===== config.mk =====
export PLATFORM = sky130hd
export DESIGN_NAME = rros_driver
export DESIGN_NICKNAME = d
export VERILOG_FILES = /design/src/include/rros_pkg.sv /design/src/logic/rros_driver.sv /design/src/logic/rros_sync.sv
export SDC_FILE = /design/constraint.sdc
export NUM_CORES = 1
export LEC_CHECK = 0
export BUFFER_PORTS_ARGS = -buffer_cell sky130_fd_sc_hd__clkbuf_2
export CORE_MARGIN = 2
export CORE_UTILIZATION = 55
export CTS_CLUSTER_DIAMETER = 60
export DETAILED_ROUTE_END_ITERATION = 7
export PLACE_DENSITY = 0.76
export SYNTH_ARGS = -nofsm -noshare
export SYNTH_HDL_FRONTEND = slang
export SYNTH_SLANG_ARGS = --single-unit

===== constraint.sdc =====
create_clock -name clk -period 4.66 [get_ports clk]
set_input_delay 0.932 -clock clk [delete_from_list [all_inputs] [get_ports clk]]
set_output_delay 0.932 -clock clk [all_outputs]
set_load 0.02 [all_outputs]

===== src/include/rros_pkg.sv =====
// constants and types shared by the one-shot driver files
// assumes a single 125 MHz clock domain and two external one-shot channels
package rros_pkg;

  // clock period in ns
  localparam int CLK_PERIOD_NS = 8;

  // least low time on the clear line, ns and cycles (rounded up)
  localparam int CLR_LOW_NS = 25;
  localparam int CLR_LOW_CYC = (CLR_LOW_NS + CLK_PERIOD_NS - 1) / CLK_PERIOD_NS;

  // trigger level hold (release time), plain default, ns and cycles
  localparam int TRIG_HOLD_NS = 40;
  localparam int TRIG_HOLD_CYC = (TRIG_HOLD_NS + CLK_PERIOD_NS - 1) / CLK_PERIOD_NS;

  // gap between triggers (setup time), plain default, ns and cycles
  localparam int TRIG_SETUP_NS = 40;
  localparam int TRIG_SETUP_CYC = (TRIG_SETUP_NS + CLK_PERIOD_NS - 1) / CLK_PERIOD_NS;

  // shortest true-output pulse the device may give, ns and cycles
  localparam int MIN_PULSE_NS = 65;
  localparam int MIN_PULSE_CYC = (MIN_PULSE_NS + CLK_PERIOD_NS - 1) / CLK_PERIOD_NS;

  // counter widths
  localparam int CNT_W = 8;
  localparam int PULSE_W = 16;

  // number of channels in the device
  localparam int NUM_CH = 2;

  // idle levels of the driven pins after reset
  localparam logic RISE_IDLE = 1'h0;
  localparam logic FALL_IDLE = 1'h1;
  localparam logic CLR_IDLE = 1'h1;

  // per-channel driver states
  typedef enum logic [1:0] {
    ST_IDLE,
    ST_FIRE,
    ST_SETUP,
    ST_CLEAR
  } rros_state_e;

endpackage : rros_pkg


===== src/logic/rros_driver.sv =====
// controller that drives a dual retriggerable resettable one-shot by its pins
// assumes device outputs arrive asynchronously and trigger commands are on clk
//
// How it works
// - non-retriggerable mode ignores triggers during pulse
// - clear driven low at least 25 ns
// - keep setup gap between successive triggers
// - hold each trigger level for release time, unless a clear request cuts it short
`timescale 1ns/10ps
`default_nettype none
module rros_driver
#(
  parameter int CH = rros_pkg::NUM_CH,
  parameter int CLR_CYC = rros_pkg::CLR_LOW_CYC,
  parameter int HOLD_CYC = rros_pkg::TRIG_HOLD_CYC,
  parameter int SETUP_CYC = rros_pkg::TRIG_SETUP_CYC,
  parameter int MINP_CYC = rros_pkg::MIN_PULSE_CYC
) (
  input wire logic clk,
  input wire logic sys_rst,
  input wire logic [CH-1:0] trig_req,
  input wire logic [CH-1:0] trig_rising,
  input wire logic [CH-1:0] non_retrig,
  input wire logic [CH-1:0] clear_req,
  input wire logic [CH-1:0] clear_hold,
  input wire logic [CH-1:0] pulse_q,
  input wire logic [CH-1:0] pulse_q_n,
  output logic [CH-1:0] rising_trigger_in,
  output logic [CH-1:0] falling_trigger_in,
  output logic [CH-1:0] direct_clear_n,
  output logic [CH-1:0] trig_busy,
  output logic [CH-1:0] trig_sent,
  output logic [CH-1:0] pulse_active,
  output logic [CH-1:0] pulse_end,
  output logic [CH-1:0] short_pulse,
  output logic [CH-1:0] complement_fault,
  output logic [CH*rros_pkg::PULSE_W-1:0] pulse_len
);

  import rros_pkg::*;

  // synchronised device outputs, true then complementary
  logic [2*CH-1:0] dev_sync;
  // idle pattern: true low, complementary high
  localparam logic [2*CH-1:0] DEV_IDLE = {{CH{1'h1}}, {CH{1'h0}}};

  // device outputs are foreign to clk, pass two flops first
  rros_sync #(
    .W(2 * CH),
    .RST_VAL(DEV_IDLE)
  ) u_sync (
    .clk(clk),
    .sys_rst(sys_rst),
    .d({pulse_q_n, pulse_q}),
    .q(dev_sync)
  );

  // counter load values, cut to counter width once
  localparam logic [CNT_W-1:0] CLR_LOAD = CNT_W'(CLR_CYC - 1);
  localparam logic [CNT_W-1:0] HOLD_LOAD = CNT_W'(HOLD_CYC - 1);
  localparam logic [CNT_W-1:0] SETUP_LOAD = CNT_W'(SETUP_CYC - 1);
  localparam logic [PULSE_W-1:0] MINP_LEN = PULSE_W'(MINP_CYC);
  localparam logic [PULSE_W-1:0] LEN_MAX = '1;

  // one identical, independent driver per channel
  genvar i;
  generate
    for (i = 0; i < CH; i++)
    begin : g_ch
      // state, down counter, latched edge choice
      rros_state_e state;
      rros_state_e next_state;
      logic [CNT_W-1:0] cnt;
      logic [CNT_W-1:0] next_cnt;
      logic edge_up;
      // driven pin levels
      logic rise_lvl;
      logic fall_lvl;
      logic clr_lvl;
      // measurement of the returned pulse
      logic q_prev;
      logic [PULSE_W-1:0] meas;
      logic [PULSE_W-1:0] len;
      logic end_p;
      logic short_f;
      logic fault_f;
      logic sent_p;
      logic busy_f; // busy kept in a flop so the port has no decode behind it

      // decoded conditions
      wire q_s = dev_sync[i];
      wire qn_s = dev_sync[CH + i];
      wire cnt_zero = (cnt == '0);
      // an unwanted trigger while the pulse runs is dropped here
      wire retrig_block = non_retrig[i] & q_s;
      wire start_ok = trig_req[i] & ~retrig_block & ~clear_req[i];
      wire q_rise = q_s & ~q_prev;
      wire q_fall = ~q_s & q_prev;
      wire fire_next = (next_state == ST_FIRE);
      wire start_now = (state == ST_IDLE) & fire_next;
      // rising line goes high only while falling line is held high
      wire next_rise = fire_next & ((state == ST_FIRE) ? edge_up : trig_rising[i]);
      // falling line drops only while rising line stays low
      wire next_fall = ~(fire_next & ~((state == ST_FIRE) ? edge_up : trig_rising[i]));
      wire next_clr = (next_state != ST_CLEAR);
      wire mismatch = (q_s == qn_s);

      // next state: clear has priority over any trigger
      always_comb
      begin
        next_state = state;
        next_cnt = cnt;
        case (state)
          ST_IDLE:
          begin
            if (clear_req[i])
            begin
              next_state = ST_CLEAR;
              next_cnt = CLR_LOAD;
            end
            else if (start_ok)
            begin
              next_state = ST_FIRE;
              next_cnt = HOLD_LOAD;
            end
          end
          ST_FIRE:
          begin
            if (clear_req[i])
            begin
              next_state = ST_CLEAR;
              next_cnt = CLR_LOAD;
            end
            else if (cnt_zero)
            begin
              // level held long enough for the latch to cycle
              next_state = ST_SETUP;
              next_cnt = SETUP_LOAD;
            end
            else
            begin
              next_cnt = cnt - 1'h1;
            end
          end
          ST_SETUP:
          begin
            if (clear_req[i])
            begin
              next_state = ST_CLEAR;
              next_cnt = CLR_LOAD;
            end
            else if (cnt_zero)
            begin
              next_state = ST_IDLE;
            end
            else
            begin
              next_cnt = cnt - 1'h1;
            end
          end
          ST_CLEAR:
          begin
            // low time counted out, and held as long as asked
            if (cnt_zero & ~clear_hold[i] & ~clear_req[i])
            begin
              next_state = ST_IDLE;
            end
            else if (clear_req[i])
            begin
              next_cnt = CLR_LOAD;
            end
            else if (!cnt_zero)
            begin
              next_cnt = cnt - 1'h1;
            end
          end
          default:
          begin
            next_state = ST_IDLE;
            next_cnt = '0;
          end
        endcase
      end

      // state, counter and edge choice
      always_ff @(posedge clk or posedge sys_rst)
      begin
        if (sys_rst)
        begin
          state <= ST_IDLE;
          cnt <= '0;
          edge_up <= 1'h0;
        end
        else
        begin
          state <= next_state;
          cnt <= next_cnt;
          if (start_now)
          begin
            edge_up <= trig_rising[i];
          end
        end
      end

      // pin levels, registered so the pins never glitch
      always_ff @(posedge clk or posedge sys_rst)
      begin
        if (sys_rst)
        begin
          rise_lvl <= RISE_IDLE;
          fall_lvl <= FALL_IDLE;
          clr_lvl <= CLR_IDLE;
          sent_p <= 1'h0;
          busy_f <= 1'h0;
        end
        else
        begin
          rise_lvl <= next_rise;
          fall_lvl <= next_fall;
          clr_lvl <= next_clr;
          sent_p <= start_now;
          busy_f <= (next_state != ST_IDLE);
        end
      end

      // measure the returned pulse in clk cycles, saturating
      always_ff @(posedge clk or posedge sys_rst)
      begin
        if (sys_rst)
        begin
          q_prev <= 1'h0;
          meas <= '0;
          len <= '0;
          end_p <= 1'h0;
          short_f <= 1'h0;
        end
        else
        begin
          q_prev <= q_s;
          end_p <= q_fall;
          if (q_rise)
          begin
            meas <= PULSE_W'(1);
          end
          else if (q_s && meas != LEN_MAX)
          begin
            meas <= meas + 1'h1;
          end
          // retriggers show up as a longer pulse, not a new one
          if (q_fall)
          begin
            len <= meas;
            short_f <= (meas < MINP_LEN);
          end
        end
      end

      // sticky complement fault; a new mismatch beats the clear
      always_ff @(posedge clk or posedge sys_rst)
      begin
        if (sys_rst)
        begin
          fault_f <= 1'h0;
        end
        else
        begin
          fault_f <= mismatch | (fault_f & ~clear_req[i]);
        end
      end

      // hand channel flops out to the port vectors
      assign rising_trigger_in[i] = rise_lvl;
      assign falling_trigger_in[i] = fall_lvl;
      assign direct_clear_n[i] = clr_lvl;
      assign trig_busy[i] = busy_f;
      assign trig_sent[i] = sent_p;
      assign pulse_active[i] = q_prev;
      assign pulse_end[i] = end_p;
      assign short_pulse[i] = short_f;
      assign complement_fault[i] = fault_f;
      assign pulse_len[i*PULSE_W +: PULSE_W] = len;
    end
  endgenerate

endmodule : rros_driver
`default_nettype wire


===== src/logic/rros_sync.sv =====
// two-flop synchroniser for a vector of pin inputs
// assumes each bit is an independent slow level from outside the clock domain
`timescale 1ns/10ps
`default_nettype none
module rros_sync #(
  parameter int W = 1,
  parameter logic [W-1:0] RST_VAL = '0
) (
  input wire logic clk,
  input wire logic sys_rst,
  input wire logic [W-1:0] d,
  output logic [W-1:0] q
);

  // first stage, read only by the second stage
  logic [W-1:0] meta;

  // plain double register, reset to the pin idle pattern
  always_ff @(posedge clk or posedge sys_rst)
  begin
    if (sys_rst)
    begin
      meta <= RST_VAL;
      q <= RST_VAL;
    end
    else
    begin
      meta <= d;
      q <= meta;
    end
  end

endmodule : rros_sync
`default_nettype wire


Word level (Yosys, flattened, before mapping). Index checks and enable logic that the tools add are counted.

Register bits after elaboration: 112. Bits of input ports: 16. Output and inout port bits: 50. Logic and storage cells: 142.

Add/sub/neg operators: 4. $lt $le $gt $ge: 2. Equality and inequality tests: 18. Mux-type cells: 38. Bitwise logic cells: 38. Reductions and logical operators: 12.

Operators by type and width (count): 2-to-1 mux 8 bit (14); 2-to-1 mux 16 bit (4); one-hot mux 8 bit (4 select lines) (2); adder 16 x 1 -> 16 bit, second input constant (2); less-than comparator 16 x 4 -> 1 bit, second input constant (2); != test 16 bit, second input constant (2); 2-to-1 mux 2 bit (14); AND 1 bit (22); logical NOT 8 bit (2); one-hot mux 2 bit (4 select lines) (2); subtractor 8 x 1 -> 8 bit, second input constant (2); inverter 1 bit (14); equality test 2 x 1 -> 1 bit, second input constant (4); equality test 2 bit, second input constant (4); != test 2 bit, second input constant (4); nonzero test 2 bit (4); != test 3 bit, second input constant (2); logical NOT 2 bit (2); AND reduction 2 bit (2); equality test 1 bit (2); logical AND 1 bit (2); 2-to-1 mux 1 bit (2); bitwise OR 1 bit (2).

Depth between registers and ports, before layout.
Depth in word-level cells: 10. Mapped depth: 7. Depth with buffers taken out: 6.

By module. A second synthesis with hierarchy kept.

Cell total of the unflattened synthesis: 545. Area, all modules: 5557.8 um^2.

By module, submodules not included: rros_driver (instances 1, cells an instance 536, area each 5348.9 um^2); rros_sync (instances 1, cells an instance 9, area each 209.0 um^2).

Worst setup path after synthesis. Ideal clock, no wire load.

Path type: input to register. Start point: input port clear_req[0]. End point: register g_ch[0].cnt[3]. Setup time: 94 ps. Data arrival time: 2054 ps. Path slack: 2512 ps. Stages: 5. Path buffers: 1. Cell sequence: buf_2 nor3_1 and2_1 or4_1 a211oi_1.

Cells in the longest elaborated chain, start to end: 4. Elaborated cells on any way between the ends: 11. Classes of those cells: eq/ne: 2; mux: 5; bitwise: 3; reduce/logical: 1.

RTL lines: start: declaration (line rros_driver.sv:24) `input wire logic [CH-1:0] clear_req,`; inverter 1 bit (line rros_driver.sv:96, rros_driver.sv:164); AND 1 bit, on equally long branches (line rros_driver.sv:96, rros_driver.sv:164); != test 3 bit (no line) / != test 2 bit (equally long branches); AND reduction 2 bit (no line); end signal: assignment (line rros_driver.sv:197) `cnt <= next_cnt;`; end: declaration (line rros_driver.sv:73) `logic [CNT_W-1:0] cnt;`.

Parallel ways exist; a longest one is shown, timed or not. The select of a mux whose other input is x is not followed. A chain may end at the register's enable or synchronous reset.

Final worst setup path.
Start point: register g_ch[1].cnt[2]. End point: register g_ch[1].cnt[6].

Cells in the longest elaborated chain, start to end: 5. Elaborated cells on any way between the ends: 12. Classes of those cells: add/sub: 1; eq/ne: 1; mux: 6; bitwise: 2; reduce/logical: 2.

RTL lines (line): start: declaration (rros_driver.sv:73); start signal: assignment (rros_driver.sv:197); subtractor 8 x 1 -> 8 bit / logical NOT 8 bit (equally long branches); 2-to-1 mux 8 bit / AND 1 bit (equally long branches) (rros_driver.sv:152, rros_driver.sv:172, rros_driver.sv:164); 2-to-1 mux 8 bit / AND 1 bit (equally long branches) (rros_driver.sv:147, rros_driver.sv:164); 2-to-1 mux 8 bit / != test 2 bit (equally long branches); one-hot mux 8 bit (4 select lines) / AND reduction 2 bit (equally long branches).

Parallel ways exist; a longest one is shown, timed or not. The select of a mux whose other input is x is not followed.

==> flow_summary.rst <==
.. list-table::
   :header-rows: 1

   * - Metric
     - Value
   * - Status
     - complete, no violations
   * - F_max
     - 437 MHz
   * - Detailed placement HPWL
     - 7850 µm
   * - # resized after CTS
     - 0
   * - Syn Area/Cell
     - 10.3 µm²
   * - Hold Violations, Final
     - 0
   * - Period minus WS final
     - 2290 ps
   * - Final period utilization
     - 49.1%
   * - Synthesized netlist net count
     - 562
   * - TritonCTS Buffers
     - 9
   * - Starting utilization of the core area
     - 56.7%
   * - Most used flip-flop cell after synthesis
     - sky130_fd_sc_hd__dfrtp_1
   * - Tightest Pin Transition
     - 1110 ps
   * - Critical Path, Cell by Cell
     - or4_1 -> o22ai_1 -> o21ai_0 -> a21oi_1
   * - Per-cell routed wire length
     - 15.5 µm
   * - Number of DRC violations after detailed-routing iteration 0
     - 180
   * - Master of the slowest instance on the critical path
     - sky130_fd_sc_hd__or4_1
   * - Final Instance Area
     - 0.00604 mm²
   * - Synthesis Warnings
     - 0
   * - Synth-to-Final Area Change
     - 8.64%
   * - Number of antenna violations at the first check in global routing
     - 0
   * - Die H
     - 105 µm
   * - Remaining global-route overflow
     - 0
   * - Required time worst endpoint
     - 4960 ps
   * - Accumulated negative setup slack
     - 0 ps
   * - Switching fraction of total power
     - 30.2%
   * - Hold-critical path endpoint
     - u_sync.q[1]$_DFF_PP0_
   * - Leak pwr
     - 0.00274 µW
   * - Vias post-DR
     - 4,268
   * - Detailed Route WL
     - 11,200 µm
   * - DRC violation count after routing
     - 0
   * - Die Span X
     - 105 µm
   * - Pin count of the biggest net entering global routing
     - 84
   * - Clock latency of the later-clocked register in the worst-skew pair
     - 370 ps
   * - Distinct cell type count of the synthesized netlist
     - 64
   * - Area inside the core boundary
     - 0.00982 mm²
   * - Final #Nets
     - 603
   * - Reg-to-reg slack, setup
     - 2370 ps
   * - Antenna diode count
     - 0
   * - WS Path Type
     - register to register
   * - Clock tree buffer depth
     - 2
   * - Number of maximum-capacitance constraint violations
     - 0
   * - Comb pwr share
     - 18.1%
   * - Fraction of layout cells with a size suffix above 1
     - 23.6%
   * - Max-slew headroom at the worst pin
     - 25.0%
   * - Post-CTS setup-driven buffer insertion count
     - 0
   * - Area post-placement
     - 0.00586 mm²
   * - Netlist area before placement
     - 0.00556 mm²
   * - Pins Over Slew Limit
     - 0
   * - RSZ-0062 raised after global routing
     - no
   * - Global-route total usage across every layer
     - 21.7%
   * - Clk Tree Root Cell
     - sky130_fd_sc_hd__clkbuf_8
   * - Number of storage elements in the synthesis netlist
     - 112
   * - Wire length of the first global-routing pass
     - 19,500 µm
   * - CTS Sinks
     - 112
   * - Fraction of the yosys area taken by sequential cells
     - 50.6%
   * - Type of destination of the critical path
     - register
   * - Instance count along the most critical hold path
     - 0
   * - Endpoints failing setup
     - 0
   * - Worst-case setup margin in the final layout
     - 2370 ps
   * - Buffers on Ports
     - 65
   * - Clock network fraction of total power
     - 26.2%
   * - Count of antenna-violating nets left after detailed routing
     - 0
   * - Sequential group share of total power
     - 55.6%
   * - Net switching power of the design
     - 627 µW
   * - Worst VDD drop
     - 0.000146 V
   * - Pre-CTS setup slack
     - 2060 ps
   * - Clock tree from TritonCTS
     - yes
   * - Clock Skews
     - 4.51 ps
   * - Launch point of the worst reg-to-reg path
     - g_ch[1].cnt[2]$_DFFE_PP0P_
   * - Vias in the first global route
     - 4,059
   * - Final weighted congestion in routability-driven placement
     - 0.911
   * - Largest stage delay, worst path
     - 710 ps
   * - Die Area
     - 0.0109 mm²
   * - Worst Hold Launch
     - u_sync.meta[1]$_DFF_PP0_
   * - Vias per cell
     - 5.94
   * - Largest fanout on the critical path
     - 13
   * - Clock slew at reported path FFs
     - 100 ps
   * - Number of enable flip-flop cells after synthesis
     - 0
   * - IO Pins
     - 66
   * - Critical path arrival
     - 2590 ps
   * - Total power divided by cell area
     - 344 mW/mm²
   * - Async set or reset register ratio after synthesis
     - 100%
   * - Path depth of the worst reg2reg path
     - 4
   * - Worst reg2reg endpoint
     - g_ch[1].cnt[6]$_DFFE_PP0P_
   * - Classification of the worst-slack hold path
     - register to register
   * - Drt pass-1 iters
     - 5
   * - Number of instances in the synthesized netlist
     - 539
   * - Level count of the clock H-tree
     - 3
   * - Internal portion of total power
     - 1450 µW
   * - Startpoint type of the worst setup path
     - register
   * - Number of rows created at floorplan
     - 36
   * - Count of hold-fix buffers inserted at cts
     - 0
[worst max-delay path by stage]
stage / start / endpoint / cells past startpoint
2_1_floorplan: sys_rst / g_ch[0].busy_f$_DFF_PP0_ / 1
3_3_place_gp: trig_req[1] / g_ch[1].cnt[3]$_DFFE_PP0P_ / 5
3_5_place_dp: trig_req[1] / g_ch[1].cnt[3]$_DFFE_PP0P_ / 5
4_1_cts: g_ch[1].cnt[2]$_DFFE_PP0P_ / g_ch[1].cnt[6]$_DFFE_PP0P_ / 4
5_1_grt: g_ch[1].cnt[2]$_DFFE_PP0P_ / g_ch[1].cnt[5]$_DFFE_PP0P_ / 4
6_report: g_ch[1].cnt[2]$_DFFE_PP0P_ / g_ch[1].cnt[6]$_DFFE_PP0P_ / 4
[registers in the layout (all words and copies together), names as in the netlist]
register       cells
g_ch.len          32
g_ch.meas         32
g_ch.cnt          16
g_ch.state         4
u_sync.meta        4
u_sync.q           4
g_ch.busy_f        2
g_ch.clr_lvl       2
g_ch.edge_up       2
g_ch.end_p         2
g_ch.fall_lvl      2
g_ch.fault_f       2
g_ch.q_prev        2
g_ch.rise_lvl      2
g_ch.sent_p        2
g_ch.short_f       2
[per-stage QoR]
step                      power, µW  hold slack [ps]  utilization, %  instances
final                          2080              359            61.6        718
after global routing           2200              370            61.6        718
after CTS                      2100              359            61.6        718
after detailed placement       1550              336            59.7        702
after global placement         1530              335            59.7        702
after floorplan                1460              331               -        539
[worst max-delay path, delay by kind of cell (launching register included)]
kind,cells,cell delay (ps)
AO/OA/AOI/OAI,3,1060
AND/OR/NAND/NOR,1,710
flip-flops,1,460
[layout by cell type (no fill, tap or decap), types with 3 or more instances in the layout]
cell type / count
sky130_fd_sc_hd__or3_1: 11
sky130_fd_sc_hd__nor3_1: 8
sky130_fd_sc_hd__o31ai_1: 11
sky130_fd_sc_hd__nand4_1: 9
sky130_fd_sc_hd__clkbuf_8: 12
sky130_fd_sc_hd__a21oi_1: 37
sky130_fd_sc_hd__nor2_1: 22
sky130_fd_sc_hd__nor4_1: 8
sky130_fd_sc_hd__ha_1: 7
sky130_fd_sc_hd__nand2b_1: 17
sky130_fd_sc_hd__mux2_2: 31
sky130_fd_sc_hd__dfrtp_1: 104
sky130_fd_sc_hd__and3_1: 6
sky130_fd_sc_hd__nand2_1: 49
sky130_fd_sc_hd__mux2i_1: 10
sky130_fd_sc_hd__or2_2: 6
sky130_fd_sc_hd__inv_1: 26
sky130_fd_sc_hd__clkbuf_2: 65
sky130_fd_sc_hd__a21boi_0: 3
sky130_fd_sc_hd__o311ai_0: 4
sky130_fd_sc_hd__nand3_1: 16
sky130_fd_sc_hd__dfstp_2: 8
sky130_fd_sc_hd__and2_1: 5
sky130_fd_sc_hd__o211ai_1: 3
sky130_fd_sc_hd__a32o_1: 3
sky130_fd_sc_hd__o41ai_1: 7
sky130_fd_sc_hd__buf_4: 3
sky130_fd_sc_hd__o21ai_0: 26
sky130_fd_sc_hd__a211oi_1: 7
sky130_fd_sc_hd__a31oi_1: 3
sky130_fd_sc_hd__nor2b_1: 3
sky130_fd_sc_hd__or4_1: 13
[kinds of logic after synthesis]
| kind of cell | share of synthesized area, % |
|---|---|
| compound gates | 14.5 |
| fa+ha+maj | 1.57 |
| mux | 8.07 |
| buf+inv | 5.80 |
| flops | 50.6 |
| simple gates | 19.5 |
[final cells by class]
cell class	count	area, µm²
multi-input combinational	362	2430
inverter	27	104
tap	133	166
fill	828	3770
timing repair buffer	68	348
clock inverter	2	12.5
clock buffer	14	173
sequential	112	2810
[synth_stat cells (3+ instances only)]
master | number | area share (%)
sky130_fd_sc_hd__dfrtp_1 | 104 | 47
sky130_fd_sc_hd__nand2_1 | 49 | 3.3
sky130_fd_sc_hd__a21oi_1 | 37 | 3.3
sky130_fd_sc_hd__mux2_2 | 31 | 6.3
sky130_fd_sc_hd__inv_1 | 27 | 1.8
sky130_fd_sc_hd__o21ai_0 | 26 | 2.3
sky130_fd_sc_hd__nor2_1 | 22 | 1.5
sky130_fd_sc_hd__buf_4 | 18 | 2.4
sky130_fd_sc_hd__nand2b_1 | 17 | 1.9
sky130_fd_sc_hd__nand3_1 | 16 | 1.4
sky130_fd_sc_hd__or4_1 | 13 | 1.8
sky130_fd_sc_hd__o31ai_1 | 11 | 1.5
sky130_fd_sc_hd__or3_1 | 11 | 1.2
sky130_fd_sc_hd__clkbuf_1 | 10 | 0.67
sky130_fd_sc_hd__mux2i_1 | 10 | 1.8
sky130_fd_sc_hd__nand4_1 | 9 | 1.0
sky130_fd_sc_hd__dfstp_2 | 8 | 3.8
sky130_fd_sc_hd__nor3_1 | 8 | 0.72
sky130_fd_sc_hd__nor4_1 | 8 | 0.90
sky130_fd_sc_hd__a211oi_1 | 7 | 0.94
sky130_fd_sc_hd__buf_2 | 7 | 0.63
sky130_fd_sc_hd__ha_1 | 7 | 1.6
sky130_fd_sc_hd__o41ai_1 | 7 | 1.1
sky130_fd_sc_hd__and3_1 | 6 | 0.67
sky130_fd_sc_hd__or2_2 | 6 | 0.67
sky130_fd_sc_hd__and2_1 | 5 | 0.56
sky130_fd_sc_hd__o311ai_0 | 4 | 0.63
sky130_fd_sc_hd__a21boi_0 | 3 | 0.40
sky130_fd_sc_hd__a31oi_1 | 3 | 0.34
sky130_fd_sc_hd__a32o_1 | 3 | 0.54
sky130_fd_sc_hd__nor2b_1 | 3 | 0.34
sky130_fd_sc_hd__o211ai_1 | 3 | 0.40
[metal layers]
| metal | share of wire [%] | global-route usage (%) |
|---|---|---|
| met1 | 45 | 29.5 |
| met2 | 49 | 35.2 |
| met3 | 4.4 | 3.87 |
| met4 | 1.3 | 7.62 |
| met5 | 0 | 0 |
[power groups by stage]
| stage | clock (µW) | combinational, µW | sequential [µW] |
|---|---|---|---|
| after floorplan | 0 | 299 | 1160 |
| after global placement | 0 | 363 | 1160 |
| after detailed placement | 0 | 379 | 1170 |
| after CTS | 564 | 381 | 1150 |
| after global routing | 608 | 424 | 1170 |
| final | 545 | 377 | 1160 |
Note: power is estimated with default switching activity, not from simulation.
